## src/core/dac_pkg.sv

```systemverilog
// constants, types and helpers shared by the dual converter control
package dac_pkg;

    localparam logic [7:0] ADDR_DATA_LOW   = 8'hd2;
    localparam logic [7:0] ADDR_DATA_HIGH  = 8'hd3;
    localparam logic [7:0] ADDR_CONTROL    = 8'hd4;
    localparam logic [7:0] PAGE_CHAN_A     = 8'h00;
    localparam logic [7:0] PAGE_CHAN_B     = 8'h01;

    localparam int         ENABLE_BIT      = 7;
    localparam int         MODE_MSB        = 4;
    localparam int         MODE_LSB        = 3;
    localparam int         FORMAT_MSB      = 2;
    localparam int         FORMAT_LSB      = 0;
    localparam logic [7:0] CONTROL_MASK    = 8'h9f;

    localparam logic [7:0]  RESET_DATA_LOW  = 8'h00;
    localparam logic [7:0]  RESET_DATA_HIGH = 8'h00;
    localparam logic [7:0]  RESET_CONTROL   = 8'h00;
    localparam logic [11:0] RESET_CODE      = 12'h000;
    localparam logic [7:0]  READ_UNMAPPED   = 8'h00;

    localparam int         CHANNELS        = 2;

    typedef enum logic [1:0] {
        MODE_ON_WRITE,
        MODE_TIMER3,
        MODE_TIMER4,
        MODE_TIMER2
    } update_mode_t;

    typedef logic [11:0] code_t;

    // places the 12-bit word according to the three-bit format field
    function automatic code_t align_word(input logic [7:0] high,
                                         input logic [7:0] low,
                                         input logic [2:0] fmt);
        code_t w;
        w = {high[3:0], low[7:0]};
        if (fmt[2]) begin
            w = {high[7:0], low[7:4]};
        end else begin
            case (fmt[1:0])
                2'b00:   w = {high[3:0], low[7:0]};
                2'b01:   w = {high[4:0], low[7:1]};
                2'b10:   w = {high[5:0], low[7:2]};
                default: w = {high[6:0], low[7:3]};
            endcase
        end
        return w;
    endfunction : align_word

endpackage : dac_pkg

```

## src/core/dual_dac_update_control.sv

```systemverilog
// register file and update scheduling for two 12-bit converter channels
`timescale 1ns/100ps

// Operation
// [RQ1] control bit 7 enables channel, else shutdown
// [RQ2] disabled channel output held high impedance
// [RQ3] unsigned 12-bit code 0x000 to 0xFFF
// [RQ4] mode 00: high byte write loads latch
// [RQ5] low byte write only stored in mode 00
// [RQ6] modes 01/10/11 select timer 3/4/2 overflow
// [RQ7] timer modes hold writes until selected overflow
// [RQ8] software writes low byte before high byte
// [RQ9] 8-bit use: preset low, write high only
// [RQ10] format 000: high[3:0] plus whole low byte
// [RQ11] format 001: high[4:0] plus low[7:1]
// [RQ12] format 010: high[5:0] plus low[7:2]
// [RQ13] format 011: high[6:0] plus low[7:3]
// [RQ14] format 1xx: whole high plus low[7:4]
// [RQ15] control bits 6:5 read zero, ignore writes
// [RQ16] three-bit format field picks five alignments
// [RQ17] second channel identical with own registers
// [RQ18] software sets reference bias enable first
// [RQ19] format applied at transfer; idle reload unchanged
module dual_dac_update_control (
    input  wire logic        clk,
    input  wire logic        rst_n,
    input  wire logic        ce,
    input  wire logic [7:0]  sfrPage,
    input  wire logic [7:0]  sfrAddr,
    input  wire logic        sfrWrite,
    input  wire logic        sfrRead,
    input  wire logic [7:0]  sfrWriteData,
    output logic [7:0]       sfrReadData,
    output logic             sfrReadValid,
    output logic             sfrHit,
    input  wire logic        timer2Overflow,
    input  wire logic        timer3Overflow,
    input  wire logic        timer4Overflow,
    output logic [11:0]      chanACode,
    output logic             chanAEnable,
    output logic             chanAOutDrive_n,
    output logic [11:0]      chanBCode,
    output logic             chanBEnable,
    output logic             chanBOutDrive_n
);

    // per-channel software-visible registers, index 0 is channel A
    logic [7:0] dataLow_q  [dac_pkg::CHANNELS];
    logic [7:0] dataLow_d  [dac_pkg::CHANNELS];
    logic [7:0] dataHigh_q [dac_pkg::CHANNELS];
    logic [7:0] dataHigh_d [dac_pkg::CHANNELS];
    logic [7:0] control_q  [dac_pkg::CHANNELS];
    logic [7:0] control_d  [dac_pkg::CHANNELS];
    logic       loadNow    [dac_pkg::CHANNELS];
    logic [11:0] latchCode [dac_pkg::CHANNELS];
    logic       latchEn    [dac_pkg::CHANNELS];
    logic       latchDrv_n [dac_pkg::CHANNELS];

    logic [7:0] readData_q;
    logic [7:0] readData_d;
    logic       readValid_q;
    logic       readValid_d;
    logic       hit_q;
    logic       hit_d;

    // channel selected by the current page, and whether the page is ours
    function automatic logic page_is_chan(input logic [7:0] page, input int ch);
        logic r;
        r = 1'b0;
        if (ch == 0) begin
            r = (page == dac_pkg::PAGE_CHAN_A);
        end else begin
            r = (page == dac_pkg::PAGE_CHAN_B);
        end
        return r;
    endfunction : page_is_chan

    // overflow pulse chosen by the update-mode field
    function automatic logic mode_trigger(input logic [1:0] modeBits,
                                          input logic t2,
                                          input logic t3,
                                          input logic t4);
        dac_pkg::update_mode_t m;
        logic r;
        m = dac_pkg::update_mode_t'(modeBits);
        r = 1'b0;
        case (m)
            dac_pkg::MODE_TIMER3: r = t3;                                   // [RQ6]
            dac_pkg::MODE_TIMER4: r = t4;                                   // [RQ6]
            dac_pkg::MODE_TIMER2: r = t2;                                   // [RQ6]
            default:              r = 1'b0;
        endcase
        return r;
    endfunction : mode_trigger

    // register writes and latch-load decisions for both channels
    always_comb begin
        logic                  sel;
        logic                  highWrite;
        logic [1:0]            modeBits;
        dac_pkg::update_mode_t mode;
        sel       = 1'b0;
        highWrite = 1'b0;
        modeBits  = 2'b00;
        mode      = dac_pkg::MODE_ON_WRITE;
        for (int ch = 0; ch < dac_pkg::CHANNELS; ch++) begin            // [RQ17]
            dataLow_d[ch]  = dataLow_q[ch];
            dataHigh_d[ch] = dataHigh_q[ch];
            control_d[ch]  = control_q[ch];
            sel       = sfrWrite && page_is_chan(sfrPage, ch);
            highWrite = 1'b0;
            if (sel && (sfrAddr == dac_pkg::ADDR_DATA_LOW)) begin
                dataLow_d[ch] = sfrWriteData;                               // [RQ5] [RQ9]
            end else if (sel && (sfrAddr == dac_pkg::ADDR_DATA_HIGH)) begin
                dataHigh_d[ch] = sfrWriteData;
                highWrite      = 1'b1;
            end else if (sel && (sfrAddr == dac_pkg::ADDR_CONTROL)) begin
                control_d[ch] = sfrWriteData & dac_pkg::CONTROL_MASK;      // [RQ15]
            end
            // mode in force is the one stored before this cycle's write
            modeBits = control_q[ch][dac_pkg::MODE_MSB:dac_pkg::MODE_LSB];
            mode     = dac_pkg::update_mode_t'(modeBits);
            if (mode == dac_pkg::MODE_ON_WRITE) begin
                loadNow[ch] = highWrite;                                    // [RQ4] [RQ8]
            end else begin
                // data writes only held; selected overflow copies the pair
                loadNow[ch] = mode_trigger(modeBits, timer2Overflow,
                                           timer3Overflow, timer4Overflow); // [RQ7]
            end
        end
    end

    always_ff @(posedge clk or negedge rst_n) begin
        if (!rst_n) begin
            for (int ch = 0; ch < dac_pkg::CHANNELS; ch++) begin
                dataLow_q[ch]  <= dac_pkg::RESET_DATA_LOW;
                dataHigh_q[ch] <= dac_pkg::RESET_DATA_HIGH;
                control_q[ch]  <= dac_pkg::RESET_CONTROL;
            end
        end else if (ce) begin
            for (int ch = 0; ch < dac_pkg::CHANNELS; ch++) begin
                dataLow_q[ch]  <= dataLow_d[ch];
                dataHigh_q[ch] <= dataHigh_d[ch];
                control_q[ch]  <= control_d[ch];
            end
        end
    end

    // read path: answer one cycle after the read strobe
    always_comb begin
        int chSel;
        chSel       = 0;
        readData_d  = dac_pkg::READ_UNMAPPED;
        readValid_d = sfrRead;
        hit_d       = 1'b0;
        if (page_is_chan(sfrPage, 1)) begin
            chSel = 1;
        end
        if ((sfrRead || sfrWrite) && (page_is_chan(sfrPage, 0)
                                      || page_is_chan(sfrPage, 1))) begin
            if (sfrAddr == dac_pkg::ADDR_DATA_LOW) begin
                hit_d      = 1'b1;
                readData_d = sfrRead ? dataLow_q[chSel] : dac_pkg::READ_UNMAPPED;
            end else if (sfrAddr == dac_pkg::ADDR_DATA_HIGH) begin
                hit_d      = 1'b1;
                readData_d = sfrRead ? dataHigh_q[chSel] : dac_pkg::READ_UNMAPPED;
            end else if (sfrAddr == dac_pkg::ADDR_CONTROL) begin
                hit_d      = 1'b1;
                readData_d = sfrRead ? (control_q[chSel] & dac_pkg::CONTROL_MASK)
                                     : dac_pkg::READ_UNMAPPED;            // [RQ15]
            end
        end
    end

    always_ff @(posedge clk or negedge rst_n) begin
        if (!rst_n) begin
            readData_q  <= dac_pkg::READ_UNMAPPED;
            readValid_q <= 1'b0;
            hit_q       <= 1'b0;
        end else if (ce) begin
            readData_q  <= readData_d;
            readValid_q <= readValid_d;
            hit_q       <= hit_d;
        end
    end

    // latch takes this cycle's new data so a load sees the fresh write
    for (genvar g = 0; g < dac_pkg::CHANNELS; g++) begin : gChan
        dac_channel_latch uLatch (
            .clk        (clk),
            .rst_n      (rst_n),
            .ce         (ce),
            .dataHigh   (dataHigh_d[g]),
            .dataLow    (dataLow_d[g]),
            .dataFormat (control_q[g][dac_pkg::FORMAT_MSB:dac_pkg::FORMAT_LSB]), // [RQ16] [RQ10] [RQ11] [RQ12] [RQ13] [RQ14]
            .loadNow    (loadNow[g]),
            .enable     (control_q[g][dac_pkg::ENABLE_BIT]),             // [RQ1]
            .code       (latchCode[g]),
            .outEnable  (latchEn[g]),
            .outDrive_n (latchDrv_n[g])
        );
    end

    assign sfrReadData     = readData_q;
    assign sfrReadValid    = readValid_q;
    assign sfrHit          = hit_q;
    assign chanACode       = latchCode[0];
    assign chanAEnable     = latchEn[0];
    assign chanAOutDrive_n = latchDrv_n[0];                                 // [RQ2]
    assign chanBCode       = latchCode[1];
    assign chanBEnable     = latchEn[1];
    assign chanBOutDrive_n = latchDrv_n[1];                                 // [RQ2]

endmodule : dual_dac_update_control

```

## src/core/dac_channel_latch.sv

```systemverilog
// one channel's input latch, word alignment and output drive control
`timescale 1ns/100ps
module dac_channel_latch (
    input  wire logic        clk,
    input  wire logic        rst_n,
    input  wire logic        ce,
    input  wire logic [7:0]  dataHigh,
    input  wire logic [7:0]  dataLow,
    input  wire logic [2:0]  dataFormat,
    input  wire logic        loadNow,
    input  wire logic        enable,
    output logic [11:0]      code,
    output logic             outEnable,
    output logic             outDrive_n
);

    logic [11:0] code_q;
    logic [11:0] code_d;
    logic        outEnable_q;
    logic        outEnable_d;
    logic        outDrive_n_q;
    logic        outDrive_n_d;

    always_comb begin
        code_d       = code_q;
        outEnable_d  = enable;                                              // [RQ1]
        outDrive_n_d = ~enable;                                             // [RQ2]
        if (loadNow) begin
            // alignment applied at transfer; reload of same data is a no-op
            code_d = dac_pkg::align_word(dataHigh, dataLow, dataFormat);  // [RQ19] [RQ3]
        end
    end

    always_ff @(posedge clk or negedge rst_n) begin
        if (!rst_n) begin
            code_q       <= dac_pkg::RESET_CODE;
            outEnable_q  <= 1'b0;
            outDrive_n_q <= 1'b1;
        end else if (ce) begin
            code_q       <= code_d;
            outEnable_q  <= outEnable_d;
            outDrive_n_q <= outDrive_n_d;
        end
    end

    assign code       = code_q;
    assign outEnable  = outEnable_q;
    assign outDrive_n = outDrive_n_q;

endmodule : dac_channel_latch

```

## config.mk

```make
export PLATFORM = sky130hd
export DESIGN_NAME = dual_dac_update_control
export DESIGN_NICKNAME = d
export VERILOG_FILES = /design/src/core/dac_pkg.sv /design/src/core/dual_dac_update_control.sv /design/src/core/dac_channel_latch.sv
export SDC_FILE = /design/constraint.sdc
export NUM_CORES = 1
export LEC_CHECK = 0
export ABC_CLOCK_PERIOD_IN_PS = 4000
export CAP_MARGIN = 20
export CORE_ASPECT_RATIO = 1.1
export CORE_UTILIZATION = 24
export CTS_CLUSTER_DIAMETER = 150
export DETAILED_ROUTE_END_ITERATION = 10
export DONT_BUFFER_PORTS = 1
export SKIP_CTS_REPAIR_TIMING = 1
export SYNTH_ARGS = -nofsm -noshare
export SYNTH_HDL_FRONTEND = slang
export SYNTH_SLANG_ARGS = --single-unit
```

## constraint.sdc

```tcl
create_clock -name clk -period 4 [get_ports clk]
set_input_delay 0.6 -clock clk [delete_from_list [all_inputs] [get_ports clk]]
set_output_delay 0.6 -clock clk [all_outputs]
set_load 0.02 [all_outputs]
```

Word-level counts from Yosys, hierarchy flattened. Cells that the tools add are included.

$lt $le $gt $ge: 1. Eq/ne operators: 14. Mux-type cells: 39. Bitwise logic cells: 7. Reductions and logical operators: 20.

Operator list (count): two-way mux 8 bit (22); one-hot mux 12 bit (3 select lines) (2); >= comparator 32 x 2 -> 1 bit, second input constant (1); inverter 32 bit (1); == test 8 bit, second input constant (3); two-way mux 12 bit (2); == test 2 bit, second input constant (6); two-way mux 1 bit (11); logical AND 1 bit (9); == test 2 x 1 -> 1 bit, second input constant (4); == test 8 x 1 -> 1 bit, second input constant (1); zero test 2 bit (4); zero test 8 bit (1); AND reduction 4 bit (2); inverter 1 bit (6); one-hot mux 1 bit (3 select lines) (2); AND reduction 2 bit (2); logical OR 1 bit (2).

Flip-flop bits (word level): 82. Output and inout port bits: 38.

Longest topological paths before layout. Gate-level depths: netlist of the first run.

Depth after elaboration: 11. Depth in mapped cells: 9. Gate-level depth less buffers: 6.

Hierarchy. From an unflattened synthesis of the first run, not the netlist that was laid out.

Cell total of the unflattened synthesis: 395. Area, all modules: 4953.5 µm².

Modules (own cells, without submodules): dual_dac_update_control (instances 1, cells each 251, area an instance 3101.7 µm², sequential area each 1351.3 µm²); dac_channel_latch (instances 2, cells each 72, area an instance 925.9 µm², sequential area each 351.6 µm²).

Worst setup path after synthesis of the first run. Ideal clock, no wire load.

Path type: input to register. From: input port sfrPage[7]. To: register gChan[0].uLatch.code_q[6]. Setup time: 0.126 ns. Arrival time: 2.553 ns. Data required time: 3.874 ns. Setup slack: 1.321 ns. Stages on the path: 6. Path buffers: 0. Cell sequence: nor4_4 -> nand3_1 -> nor2_1 -> mux2_2 -> mux4_2 -> a221o_1.

Cells in the longest elaborated chain, start to end: 7.

RTL lines: start: declaration (line dual_dac_update_control.sv:28) `input wire logic [7:0] sfrPage,`; zero test 8 bit (*) (line dual_dac_update_control.sv:71) `r = (page == dac_pkg::PAGE_CHAN_A);`; logical AND 1 bit (*) (line dual_dac_update_control.sv:110) `sel = sfrWrite && page_is_chan(sfrPage, ch);`; logical AND 1 bit (line dual_dac_update_control.sv:114) `end else if (sel && (sfrAddr == dac_pkg::ADDR_DATA_HIGH)) begin`; two-way mux 8 bit or two-way mux 1 bit (tied branches) (line dual_dac_update_control.sv:114); two-way mux 8 bit or two-way mux 1 bit (tied branches) (line dual_dac_update_control.sv:112) `if (sel && (sfrAddr == dac_pkg::ADDR_DATA_LOW)) begin`; one-hot mux 12 bit (3 select lines) or two-way mux 1 bit (tied branches) (line dac_pkg.sv:43, dual_dac_update_control.sv:123); two-way mux 12 bit or AND reduction 2 bit (tied branches); end signal: assignment (line dac_channel_latch.sv:36) `code_q <= dac_pkg::RESET_CODE;`; end signal: assignment (line dac_channel_latch.sv:40) `code_q <= code_d;`; end: declaration (line dac_channel_latch.sv:17) `logic [11:0] code_q;`.

Mark *: on every way between the ends. The rest lies on a longest branch, timed or not. A chain may end at the register's enable or synchronous reset.

Worst setup path in the final report of the first run. Same ends and word-level chain as after synthesis.

==> metrics.md, run 1 <==
| Metric | Value |
|---|---|
| Worst Setup Slack, final | `1.32 ns` |
| Vias in the first global route | `3993` |
| Slew Limit Fails | `0` |
| Post-synthesis register bit count | `82` |
| VDD IR-drop max | `0.225 mV` |
| Grt ovf | `0` |
| P&R area growth vs syn | `10.9%` |
| Worst Tran Pin Value | `0.624 ns` |
| DR WL/cell | `20.4 µm` |
| Chip height | `156 µm` |
| Synth unique cells | `63` |
| CP Capture Type | `flop` |
| Sequential area share after synthesis | `0.397` |
| Leak pwr | `2.53 nW` |
| Initial DRT Pass Iterations | `5` |
| Multi-input gate area | `0.00290 mm²` |
| Fin crit period | `2.68 ns` |
| Die width | `142 µm` |
| Maxcap violations | `0` |
| Asr flop ratio synth | `1.00` |
| Fmax | `373 MHz` |
| Clock net sink count | `82` |
| Yosys warns | `0` |
| RSZ-0062 raised after global routing | `no` |
| Worst-Skew Late Latency | `0.35 ns` |
| Endpoints failing setup | `0` |
| Endpoint arrival time on the critical path | `2.91 ns` |
| Crit Path Category | `in -> reg` |
| Storage cell area | `0.00205 mm²` |
| Vias | `4057` |
| Port Buffer Count | `0` |
| Root Driver | `clkbuf_16` |
| Setup crit start kind | `primary input` |
| CP Cell Sequence | `nor4_4 > nand3b_4 > nor2_4 > mux2_2 > mux4_2 > a221o_1` |
| Placed wire-length estimate | `11300 µm` |
| Gr usage total | `0.146` |
| DR vias/cell | `5.32` |
| Cells after synthesis | `487` |
| Cell area after synthesis | `0.00518 mm²` |
| Post-route ant nets | `0` |
| Dominant synthesized flop cell | `dfrtp_1` |
| PwrDens | `322 mW/mm²` |
| TritonCTS clock tree | `built` |
| # fillers | `2208` |
| Worst r2r path cells | `5` |
| Drt drc | `0` |
| Final Total Pwr | `1.85 mW` |
| First-pass GRT wire length | `24300 µm` |
| HP Class | `in -> async` |
| Final setup TNS | `0 ns` |
| Share of layout cells above drive strength 1 | `0.218` |
| Relative slew slack | `0.582` |
| EDFF count, synth | `0` |
| TritonCTS Buffers | `9` |
| Skew final | `0.00697 ns` |
| ANT cells | `0` |
| Clock buffer depth | `2` |
| Layout net count | `499` |
| Syn_area_per_cell | `10.6 µm²` |
| Crit share post-route | `0.671` |
| H-tree Lvls | `3` |
| Slowest cell on the critical path | `mux4_2` |
| Status | `finished, final reports clean` |
| CP Data Required Time | `4.23 ns` |
| CP max stage delay | `0.47 ns` |
| Placer Congestion | `0.838` |
| Initial core utilization | `0.244` |
| Register clock-pin slew on the reported worst setup and hold paths | `0.06 ns` |
| Initial antenna violation count | `0` |
| Die area | `0.0222 mm²` |
| Syn_nets | `519` |
| Num rows | `56` |
| Final hold violations | `0` |
| Largest net degree at the start of global routing | `83` |
| Initial drt markers | `319` |
| Ports | `70` |
| DP Worst Slack | `0.955 ns` |
| Maximum fanout along the worst path | `12` |
| Final wirelength | `15600 µm` |
| Core ar. | `0.0212 mm²` |
==> cells in the mapped netlist (3+ instances only) <==
| cell | n | share of area |
|---|---|---|
| nor2_1 | 22 | 0.016 |
| a32oi_1 | 3 | 0.0051 |
| a32o_1 | 4 | 0.0077 |
| mux2_2 | 53 | 0.12 |
| mux2i_1 | 40 | 0.077 |
| inv_1 | 16 | 0.012 |
| o22ai_1 | 19 | 0.023 |
| nor4bb_1 | 3 | 0.0058 |
| and3_1 | 7 | 0.0085 |
| nand4_1 | 7 | 0.0085 |
| a211oi_1 | 5 | 0.0073 |
| a21oi_1 | 19 | 0.018 |
| nand2_1 | 35 | 0.025 |
| buf_2 | 8 | 0.0077 |
| o31ai_1 | 3 | 0.0043 |
| a22oi_1 | 4 | 0.0058 |
| dfrtp_1 | 80 | 0.39 |
| mux4_2 | 18 | 0.078 |
| nand2b_1 | 6 | 0.0073 |
| o41ai_1 | 4 | 0.0068 |
| a31oi_1 | 4 | 0.0048 |
| o21ai_0 | 14 | 0.014 |
| o2111ai_1 | 3 | 0.0051 |
| and2_1 | 6 | 0.0073 |
| clkbuf_1 | 21 | 0.015 |
| buf_4 | 3 | 0.0043 |
| nand3_1 | 31 | 0.030 |
| nor2b_1 | 3 | 0.0036 |
==> worst max-delay path: cells and delay by family <==
kind             cells  cell delay, ns
AO/OA/AOI/OAI        1            0.32
multiplexers         2            0.89
AND/OR/NAND/NOR      3            1.10
==> registers in the layout (all words and copies together) (netlist names) <==
signal / cells
dataHigh_q: 16
dataLow_q: 16
sfrReadData: 8
sfrReadValid: 1
gChan.uLatch.outEnable: 2
sfrHit: 1
gChan.uLatch.outDrive_n: 2
control_q: 12
gChan.uLatch.code: 24
==> metrics by stage <==
stage	hold WS [ns]	util	std cells	instance area, µm²
detailed placement	0.310	0.254	745	5400
finish	0.0962	0.271	762	5740
CTS	-0.0581	0.269	761	5720
global route	0.0842	0.271	762	5740
floorplan	0.304	-	487	5180
global placement	0.309	0.254	745	5400
==> logic make-up after synthesis <==
logic type	Yosys count	share of synthesized area
DFF	82	0.397
muxes	111	0.271
and+or+nand+nor	136	0.142
AOI/OAI and AO/OA	105	0.146
buffers and inverters	53	0.0440
==> placed cells by master (no fill, tap or decap), types with 3 or more instances in the layout <==
cell type / instances
and3_1: 7
buf_4: 3
nor2b_1: 3
mux2i_1: 40
a211oi_1: 5
clkbuf_1: 4
nand3_1: 31
o2111ai_1: 3
dfrtp_1: 80
o31ai_1: 3
nand2_1: 35
nor2_1: 22
mux4_2: 18
and2_1: 6
a21oi_1: 19
a32oi_1: 3
a32o_1: 4
o21ai_0: 14
a22oi_1: 4
inv_1: 16
a31oi_1: 4
nand2b_1: 6
nand4_1: 7
mux2_2: 53
nor4bb_1: 3
clkbuf_16: 9
o22ai_1: 19
o41ai_1: 4
==> cell type report <==
cell class                      instances  share of cell area
Sequential cell                        82               0.358
Clock inverter                          2              0.0105
Clock buffer                           14              0.0442
Multi-Input combinational cell        352               0.504
Timing Repair Buffer                    4             0.00871
Inverter                               18              0.0118
Tap cell                              290              0.0632
==> layer usage <==
metal	track usage	vias up	share of wire
li1	-	1815	-
met1	0.198	2035	0.44
met2	0.222	185	0.46
met3	0.0411	22	0.078
met4	0.0481	0	0.016
met5	0	-	0
==> power breakdown <==
part | leakage, nW | switching [mW] | total, mW | internal, mW
registers | 1.10 | 0.0177 | 0.861 | 0.843
logic | 1.28 | 0.0555 | 0.0974 | 0.0419
clock network | 0.151 | 0.327 | 0.892 | 0.565
==> worst paths after layout <==
path | start | slack (ns) | endpoint
setup / recovery | sfrPage[7] | 1.32 | gChan[0].uLatch.code[6]
hold / removal | rst_n | 0.1 | gChan[1].uLatch.outDrive_n
setup reg to reg | control_q[11] | 1.92 | gChan[0].uLatch.code[11]
hold reg to reg | control_q[7] | 0.48 | gChan[1].uLatch.outDrive_n
max in group asynchronous | rst_n | 3.52 | gChan[0].uLatch.code[0]
min in group clk | ce | 0.32 | gChan[1].uLatch.outDrive_n
No activity file was read; power rests on OpenSTA's default activity.
==> run 2: changes to the inputs <==
--- a/config.mk
+++ b/config.mk
@@ -5,7 +5,7 @@
 export SDC_FILE = /design/constraint.sdc
 export NUM_CORES = 1
 export LEC_CHECK = 0
-export ABC_CLOCK_PERIOD_IN_PS = 4000
+export ABC_CLOCK_PERIOD_IN_PS = 2700
 export CAP_MARGIN = 20
 export CORE_ASPECT_RATIO = 1.1
 export CORE_UTILIZATION = 24
==> constraint.sdc (replaced) <==
create_clock -name clk -period 2.7 [get_ports clk]
set_input_delay 0.405 -clock clk [delete_from_list [all_inputs] [get_ports clk]]
set_output_delay 0.405 -clock clk [all_outputs]
set_load 0.02 [all_outputs]
==> run 2 against run 1 <==
Net effect: sequential power is 49% higher; largest cell class unchanged; critical path type unchanged; hold slack better by 0.027 ns; wire length down 0.22%; highest routed layer unchanged; non-clock buffer count is 21 higher; combinational power up 52%; cell count increased by 2.6%; critical path depth up 1; register-to-register slack lost 1.3 ns.
==> metrics.md, run 2 (synthesized netlist as in run 1, its figures left out) <==
| Metric | Value |
|---|---|
| Status | `finished, final reports clean` |
| Post-route ant nets | `0 (unchanged)` |
| Final setup TNS | `0 ns (unchanged)` |
| Endpoint arrival time on the critical path | `2.43 ns (-0.48 ns)` |
| Flop-to-flop setup slack | `0.67 ns (-1.25 ns)` |
| Crit path capture | `gChan[0].uLatch.code[6]` |
| Crit share post-route | `0.814` |
| Initial antenna violation count | `0 (unchanged)` |
| Placer Congestion | `0.908 (+8.3%)` |
| Root Driver | `clkbuf_16` |
| HP Class | `in -> reg` |
| CP Cell Sequence | `nor4bb_1 > buf_4 > nand3_1 > nor2_1 > mux2_2 > mux4_2 > a221o_1` |
| Leak pwr | `2.61 nW (+3.1%)` |
| Port Buffer Count | `0 (unchanged)` |
| Share of layout cells above drive strength 1 | `0.254 (+0.0358)` |
| Crit Path Category | `in -> reg` |
| RSZ-0062 raised after global routing | `no` |
| DR vias/cell | `5.29 (-0.73%)` |
| Initial DRT Pass Iterations | `5 (unchanged)` |
| TritonCTS clock tree | `built` |
| Largest net degree at the start of global routing | `83 (unchanged)` |
| Commonest non-fill, non-tap cells in the layout | `80 x dfrtp_1, 53 x mux2_2, 40 x mux2i_1, 35 x nand2_1, 31 x nand3_1` |
| Maximum fanout along the worst path | `8 (-4)` |
| Clock buffer depth | `2 (unchanged)` |
| Chip height | `156 µm (unchanged)` |
| DR WL/cell | `19.9 µm (-2.8%)` |
| CP Capture Type | `flop` |
| Leading cell type in the layout, fill and taps excluded | `dfrtp_1` |
| Relative slew slack | `0.642 (+0.0596)` |
| Setup crit start kind | `primary input` |
| Max reg flops | `24 (unchanged)` |
| Worst path depth | `7 (+1)` |
| Worst r2r path cells | `5 (unchanged)` |
| Slew Limit Fails | `0 (unchanged)` |
| Grt ovf | `0 (unchanged)` |
| Final wirelength | `15500 µm (-0.22%)` |
| Crit-path leading delay family | `multiplexers` |
| Endpoints failing setup | `0 (unchanged)` |
| Reg2Reg Capture Point | `gChan[0].uLatch.code[11]` |
| Crit. Startpoint | `sfrAddr[0]` |
| CP Data Required Time | `2.93 ns (-1.30 ns)` |
| Fmax | `455 MHz` |
| Final core occ | `0.276 (+0.00554)` |
| Die width | `142 µm (unchanged)` |
| P&R area growth vs syn | `13.2%` |
| Initial drt markers | `354 (+11%)` |
| H-tree Lvls | `3 (unchanged)` |
| Vias | `4133 (+1.9%)` |
| ANT cells | `0 (unchanged)` |
| PwrDens | `439 mW/mm² (+36%)` |
| Initial core utilization | `0.244 (unchanged)` |
| Slowest cell on the critical path | `mux4_2` |
| VDD IR-drop max | `0.260 mV (+15%)` |
| Die area | `0.0222 mm² (unchanged)` |
| Gr usage total | `0.146 (-0.000499)` |
| Clock net sink count | `82 (unchanged)` |
| # fillers | `2190 (-0.82%)` |
| Fin crit period | `2.20 ns` |
| TritonCTS Buffers | `9 (unchanged)` |
| Layout net count | `520 (+4.2%)` |
| Register clock-pin slew on the reported worst setup and hold paths | `0.06 ns (about the same)` |
| Num rows | `56 (unchanged)` |
| First-pass GRT wire length | `24500 µm (+0.88%)` |
| Storage cell area | `0.00205 mm² (unchanged)` |
| Final hold violations | `0 (unchanged)` |
| Placed wire-length estimate | `11400 µm (+1.1%)` |
| Worst Tran Pin Value | `0.535 ns (-0.0891 ns)` |
| Drt drc | `0 (unchanged)` |
| CP max stage delay | `0.45 ns (-0.02 ns)` |
| Ports | `70 (unchanged)` |
| Crit path buf inv count | `1 (+1)` |
| Vias in the first global route | `4030 (+0.93%)` |
| Worst-Skew Late Latency | `0.34 ns (about the same)` |
| Multi-input gate area | `0.00290 mm² (unchanged)` |
| Skew final | `0.00604 ns (-0.000930 ns)` |
| Maxcap violations | `0 (unchanged)` |
| RR Startpoint | `control_q[11]` |
| Core ar. | `0.0212 mm² (unchanged)` |
## run 2: cell count changes in the layout (fill, tap and decap cells not counted)
cell / delta
clkbuf_1: -3
bufinv_16: -2
buf_4: +20
clkinvlp_4: +2
dlygate4sd3_1: +1
clkinv_4: +1
clkinv_2: +1
## run 2: stage by stage
step                instances  hold WS [ns]  instance area, µm²  total power [mW]  setup slack (ns)
floorplan                 487         0.109                5180              1.40             0.216
global placement          765         0.114                5550              1.41             0.195
detailed placement        765         0.114                5550              1.41             0.127
CTS                       780        -0.251                5820              2.56             0.500
global route              782         0.115                5860              2.64             0.354
finish                    782         0.123                5860              2.57             0.502
## run 2: layout make-up
class,count,area share
timing repair buffer,25,0.0359
multi-input combinational,352,0.494
clock inverter,4,0.00491
sequential,82,0.350
clock buffer,11,0.0414
tap,290,0.0619
inverter,18,0.0115
## run 2: worst min-delay path by stage
stage           from                    endpoint  slack, ns  depth (start not counted)
6_report          ce  gChan[1].uLatch.outDrive_n       0.12                          1
5_1_grt           ce  gChan[0].uLatch.outDrive_n       0.12                          1
4_1_cts        rst_n               dataHigh_q[2]      -0.25                          0
3_5_place_dp   rst_n                dataLow_q[3]       0.11                          0
3_3_place_gp   rst_n                dataLow_q[5]       0.11                          0
2_1_floorplan  rst_n                control_q[0]       0.11                          0
## run 2: report_power, final
group / internal, mW / switching [mW]
clock network: 0.643 / 0.504
logic: 0.0644 / 0.0838
registers: 1.25 / 0.0275
total: 1.96 / 0.615
## run 2: per-layer routing
metal	vias to the layer above	share of wire	GRT usage
met5	-	0	0
met4	0	0.015	0.0435
met3	19	0.080	0.0356
met2	170	0.45	0.222
met1	2081	0.45	0.202
li1	1863	-	-
## run 2: worst register-to-register path, cell delays in order (launching register included)
cell and delay [ns]:
dfrtp_1 0.46, mux2i_1 0.17, a21boi_0 0.38, nand2_1 0.39
and2_1 0.29, a211o_1 0.22
==> run 3: changes to the inputs <==
--- a/config.mk
+++ b/config.mk
@@ -5,7 +5,7 @@
 export SDC_FILE = /design/constraint.sdc
 export NUM_CORES = 1
 export LEC_CHECK = 0
-export ABC_CLOCK_PERIOD_IN_PS = 2700
+export ABC_CLOCK_PERIOD_IN_PS = 1830
 export CAP_MARGIN = 20
 export CORE_ASPECT_RATIO = 1.1
 export CORE_UTILIZATION = 24
==> constraint.sdc (replaced) <==
create_clock -name clk -period 1.83 [get_ports clk]
set_input_delay 0.2745 -clock clk [delete_from_list [all_inputs] [get_ports clk]]
set_output_delay 0.2745 -clock clk [all_outputs]
set_load 0.02 [all_outputs]
==> run 3 against run 2 <==
Net effect: the run now ends with hold timing, setup timing left; non-clock buffer count is 68 higher; utilization is 3.1 points higher; combinational power is 82% higher; final area is 11% higher; setup slack worse by 0.54 ns; sequential power is 47% higher; via count is 7.0% higher; register-to-register slack worse by 0.60 ns; cell count is 8.8% higher.
==> metrics.md, run 3 (synthesized netlist as in run 1, its figures left out) <==
| Metric | Value |
|---|---|
| Status | `finished, violations left` |
| Failing checks | `hold timing, setup timing` |
| Slowest cell on the critical path | `mux4_2` |
| CP Cell Sequence | `nor4_4 > buf_4 > nand3b_4 > nor2_4 > mux2_4 > mux4_2 > a221o_1` |
| Core ar. | `0.0212 mm² (unchanged)` |
| Initial drt markers | `325 (-8.2%)` |
| HP Class | `in -> async` |
| Post-route ant nets | `0 (unchanged)` |
| Worst Setup Slack, final | `-0.0331 ns (-0.535 ns)` |
| Maxcap violations | `0 (unchanged)` |
| P_int | `2.99 mW (+53%)` |
| ANT cells | `0 (unchanged)` |
| TritonCTS clock tree | `built` |
| Commonest non-fill, non-tap cells in the layout | `86 x buf_4, 80 x dfrtp_1, 52 x mux2_2, 38 x mux2i_1, 33 x nand2_1` |
| Maximum fanout along the worst path | `5 (-3)` |
| Switching Fraction | `0.233 (-0.00613)` |
| Gate power share | `0.069 (+0.011)` |
| Endpoints failing setup | `2 (+2)` |
| Drt drc | `0 (unchanged)` |
| Fmax | `537 MHz` |
| Clock buffer depth | `2 (unchanged)` |
| PwrDens | `597 mW/mm² (+36%)` |
| Crit share post-route | `1.02` |
| DR vias/cell | `5.20 (-1.7%)` |
| Port Buffer Count | `0 (unchanged)` |
| Chip height | `156 µm (unchanged)` |
| Setup crit start kind | `primary input` |
| Layout Cells excl Fill | `851 (+8.8%)` |
| Layout net count | `588 (+13%)` |
| Final Total Pwr | `3.90 mW (+52%)` |
| Clock power frac | `0.448 (+0.002)` |
| RSZ-0062 raised after global routing | `yes` |
| CP Data Required Time | `2.06 ns (-0.87 ns)` |
| Initial antenna violation count | `0 (unchanged)` |
| Register clock-pin slew on the reported worst setup and hold paths | `0.06 ns (about the same)` |
| P&R area growth vs syn | `26.1%` |
| CP max stage delay | `0.46 ns (about the same)` |
| Crit-path leading delay family | `multiplexers` |
| Placer Congestion | `0.909 (+0.13%)` |
| Worst-Skew Late Latency | `0.34 ns (about the same)` |
| DR WL/cell | `19.5 µm (-2.0%)` |
| CP Capture Type | `flop` |
| Leading cell type in the layout, fill and taps excluded | `buf_4` |
| Placed Area | `0.00611 mm² (+10%)` |
| H-tree Lvls | `3 (unchanged)` |
| Die width | `142 µm (unchanged)` |
| Sequential share of power | `0.483 (-0.013)` |
| Num rows | `56 (unchanged)` |
| Initial core utilization | `0.244 (unchanged)` |
| Final Cell Area | `0.00653 mm² (+11%)` |
| Initial DRT Pass Iterations | `5 (unchanged)` |
| Die area | `0.0222 mm² (unchanged)` |
| Grt ovf | `0 (unchanged)` |
| Fin crit period | `1.86 ns` |
| Placed cells | `833 (+8.9%)` |
| Root Driver | `clkbuf_16` |
| VDD IR-drop max | `0.464 mV (+79%)` |
| Share of layout cells above drive strength 1 | `0.383 (+0.129)` |
| Gr usage total | `0.155 (+0.00874)` |
| Max reg flops | `24 (unchanged)` |
| Worst Tran Pin Value | `0.421 ns (-0.114 ns)` |
| Crit path buf inv count | `1 (unchanged)` |
| Clock net sink count | `82 (unchanged)` |
| First-pass GRT wire length | `25700 µm (+4.9%)` |
| Placed wire-length estimate | `12400 µm (+9.0%)` |
| Endpoint arrival time on the critical path | `2.09 ns (-0.34 ns)` |
| Min Hold Slack | `-0.371 ns (-0.495 ns)` |
| Largest net degree at the start of global routing | `83 (unchanged)` |
| P_sw | `909 µW (+48%)` |
| Slew Limit Fails | `0 (unchanged)` |
| Vias | `4421 (+7.0%)` |
| Final wirelength | `16600 µm (+6.7%)` |
| Skew final | `0.00758 ns (+0.00154 ns)` |
| Final hold violations | `82 (+82)` |
| Leak pwr | `2.98 nW (+14%)` |
| Relative slew slack | `0.711 (+0.0695)` |
| Vias in the first global route | `4395 (+9.1%)` |
| Final core occ | `0.308 (+0.0315)` |
| Ports | `70 (unchanged)` |
| TritonCTS Buffers | `9 (unchanged)` |
| Crit Path Category | `in -> reg` |
run 3: cell count changes in the layout (fill, tap and decap cells not counted), sizes merged:
cell,delta
clkbuf,+1
buf,+68
clkinvlp,-1
clkinv,+1
run 3: metal layers:
layer / global-route usage / vias to the layer above / part of all wire
li1: - / 1996 / -
met1: 0.197 / 2224 / 0.43
met2: 0.243 / 177 / 0.46
met3: 0.0479 / 24 / 0.081
met4: 0.0594 / 0 / 0.021
met5: 0 / - / 0
run 3: through the flow:
| stage | setup WS, ns | setup TNS (ns) | hold WS, ns |
|---|---|---|---|
| floorplan | -0.427 | -3.28 | -0.0211 |
| global placement | -0.500 | -12.26 | -0.0176 |
| detailed placement | -0.459 | -10.26 | -0.0189 |
| CTS | -0.142 | -0.786 | -0.384 |
| global route | -0.0864 | -0.239 | -0.384 |
| finish | -0.0331 | -0.0425 | -0.371 |
run 3: final timing paths:
path	start	end	slack (ns)	depth (start not counted)
setup / recovery	sfrPage[4]	gChan[0].uLatch.code[6]	-0.03	7
hold / removal	rst_n	sfrReadValid	-0.37	0
setup reg to reg	control_q[11]	gChan[0].uLatch.code[6]	0.07	6
hold reg to reg	control_q[7]	gChan[1].uLatch.outDrive_n	0.48	1
max in group asynchronous	rst_n	gChan[1].uLatch.outDrive_n	1.98	0
min in group clk	ce	dataHigh_q[1]	0.02	1
run 3: cell type report:
class / count / area (µm²)
Sequential cell: 82 / 2050
Clock inverter: 4 / 26.3
Tap cell: 290 / 363
Fill cell: 2180 / 14700
Timing Repair Buffer: 93 / 732
Multi-Input combinational cell: 352 / 3030
Inverter: 18 / 67.6
Clock buffer: 12 / 256
run 3: power groups by stage:
stage	Combinational [mW]	Sequential [mW]	Clock [mW]
after global routing	0.289	1.89	1.84
final	0.269	1.88	1.74
after detailed placement	0.249	1.92	0
after global placement	0.245	1.92	0
after CTS	0.249	1.88	1.77
after floorplan	0.164	1.90	0
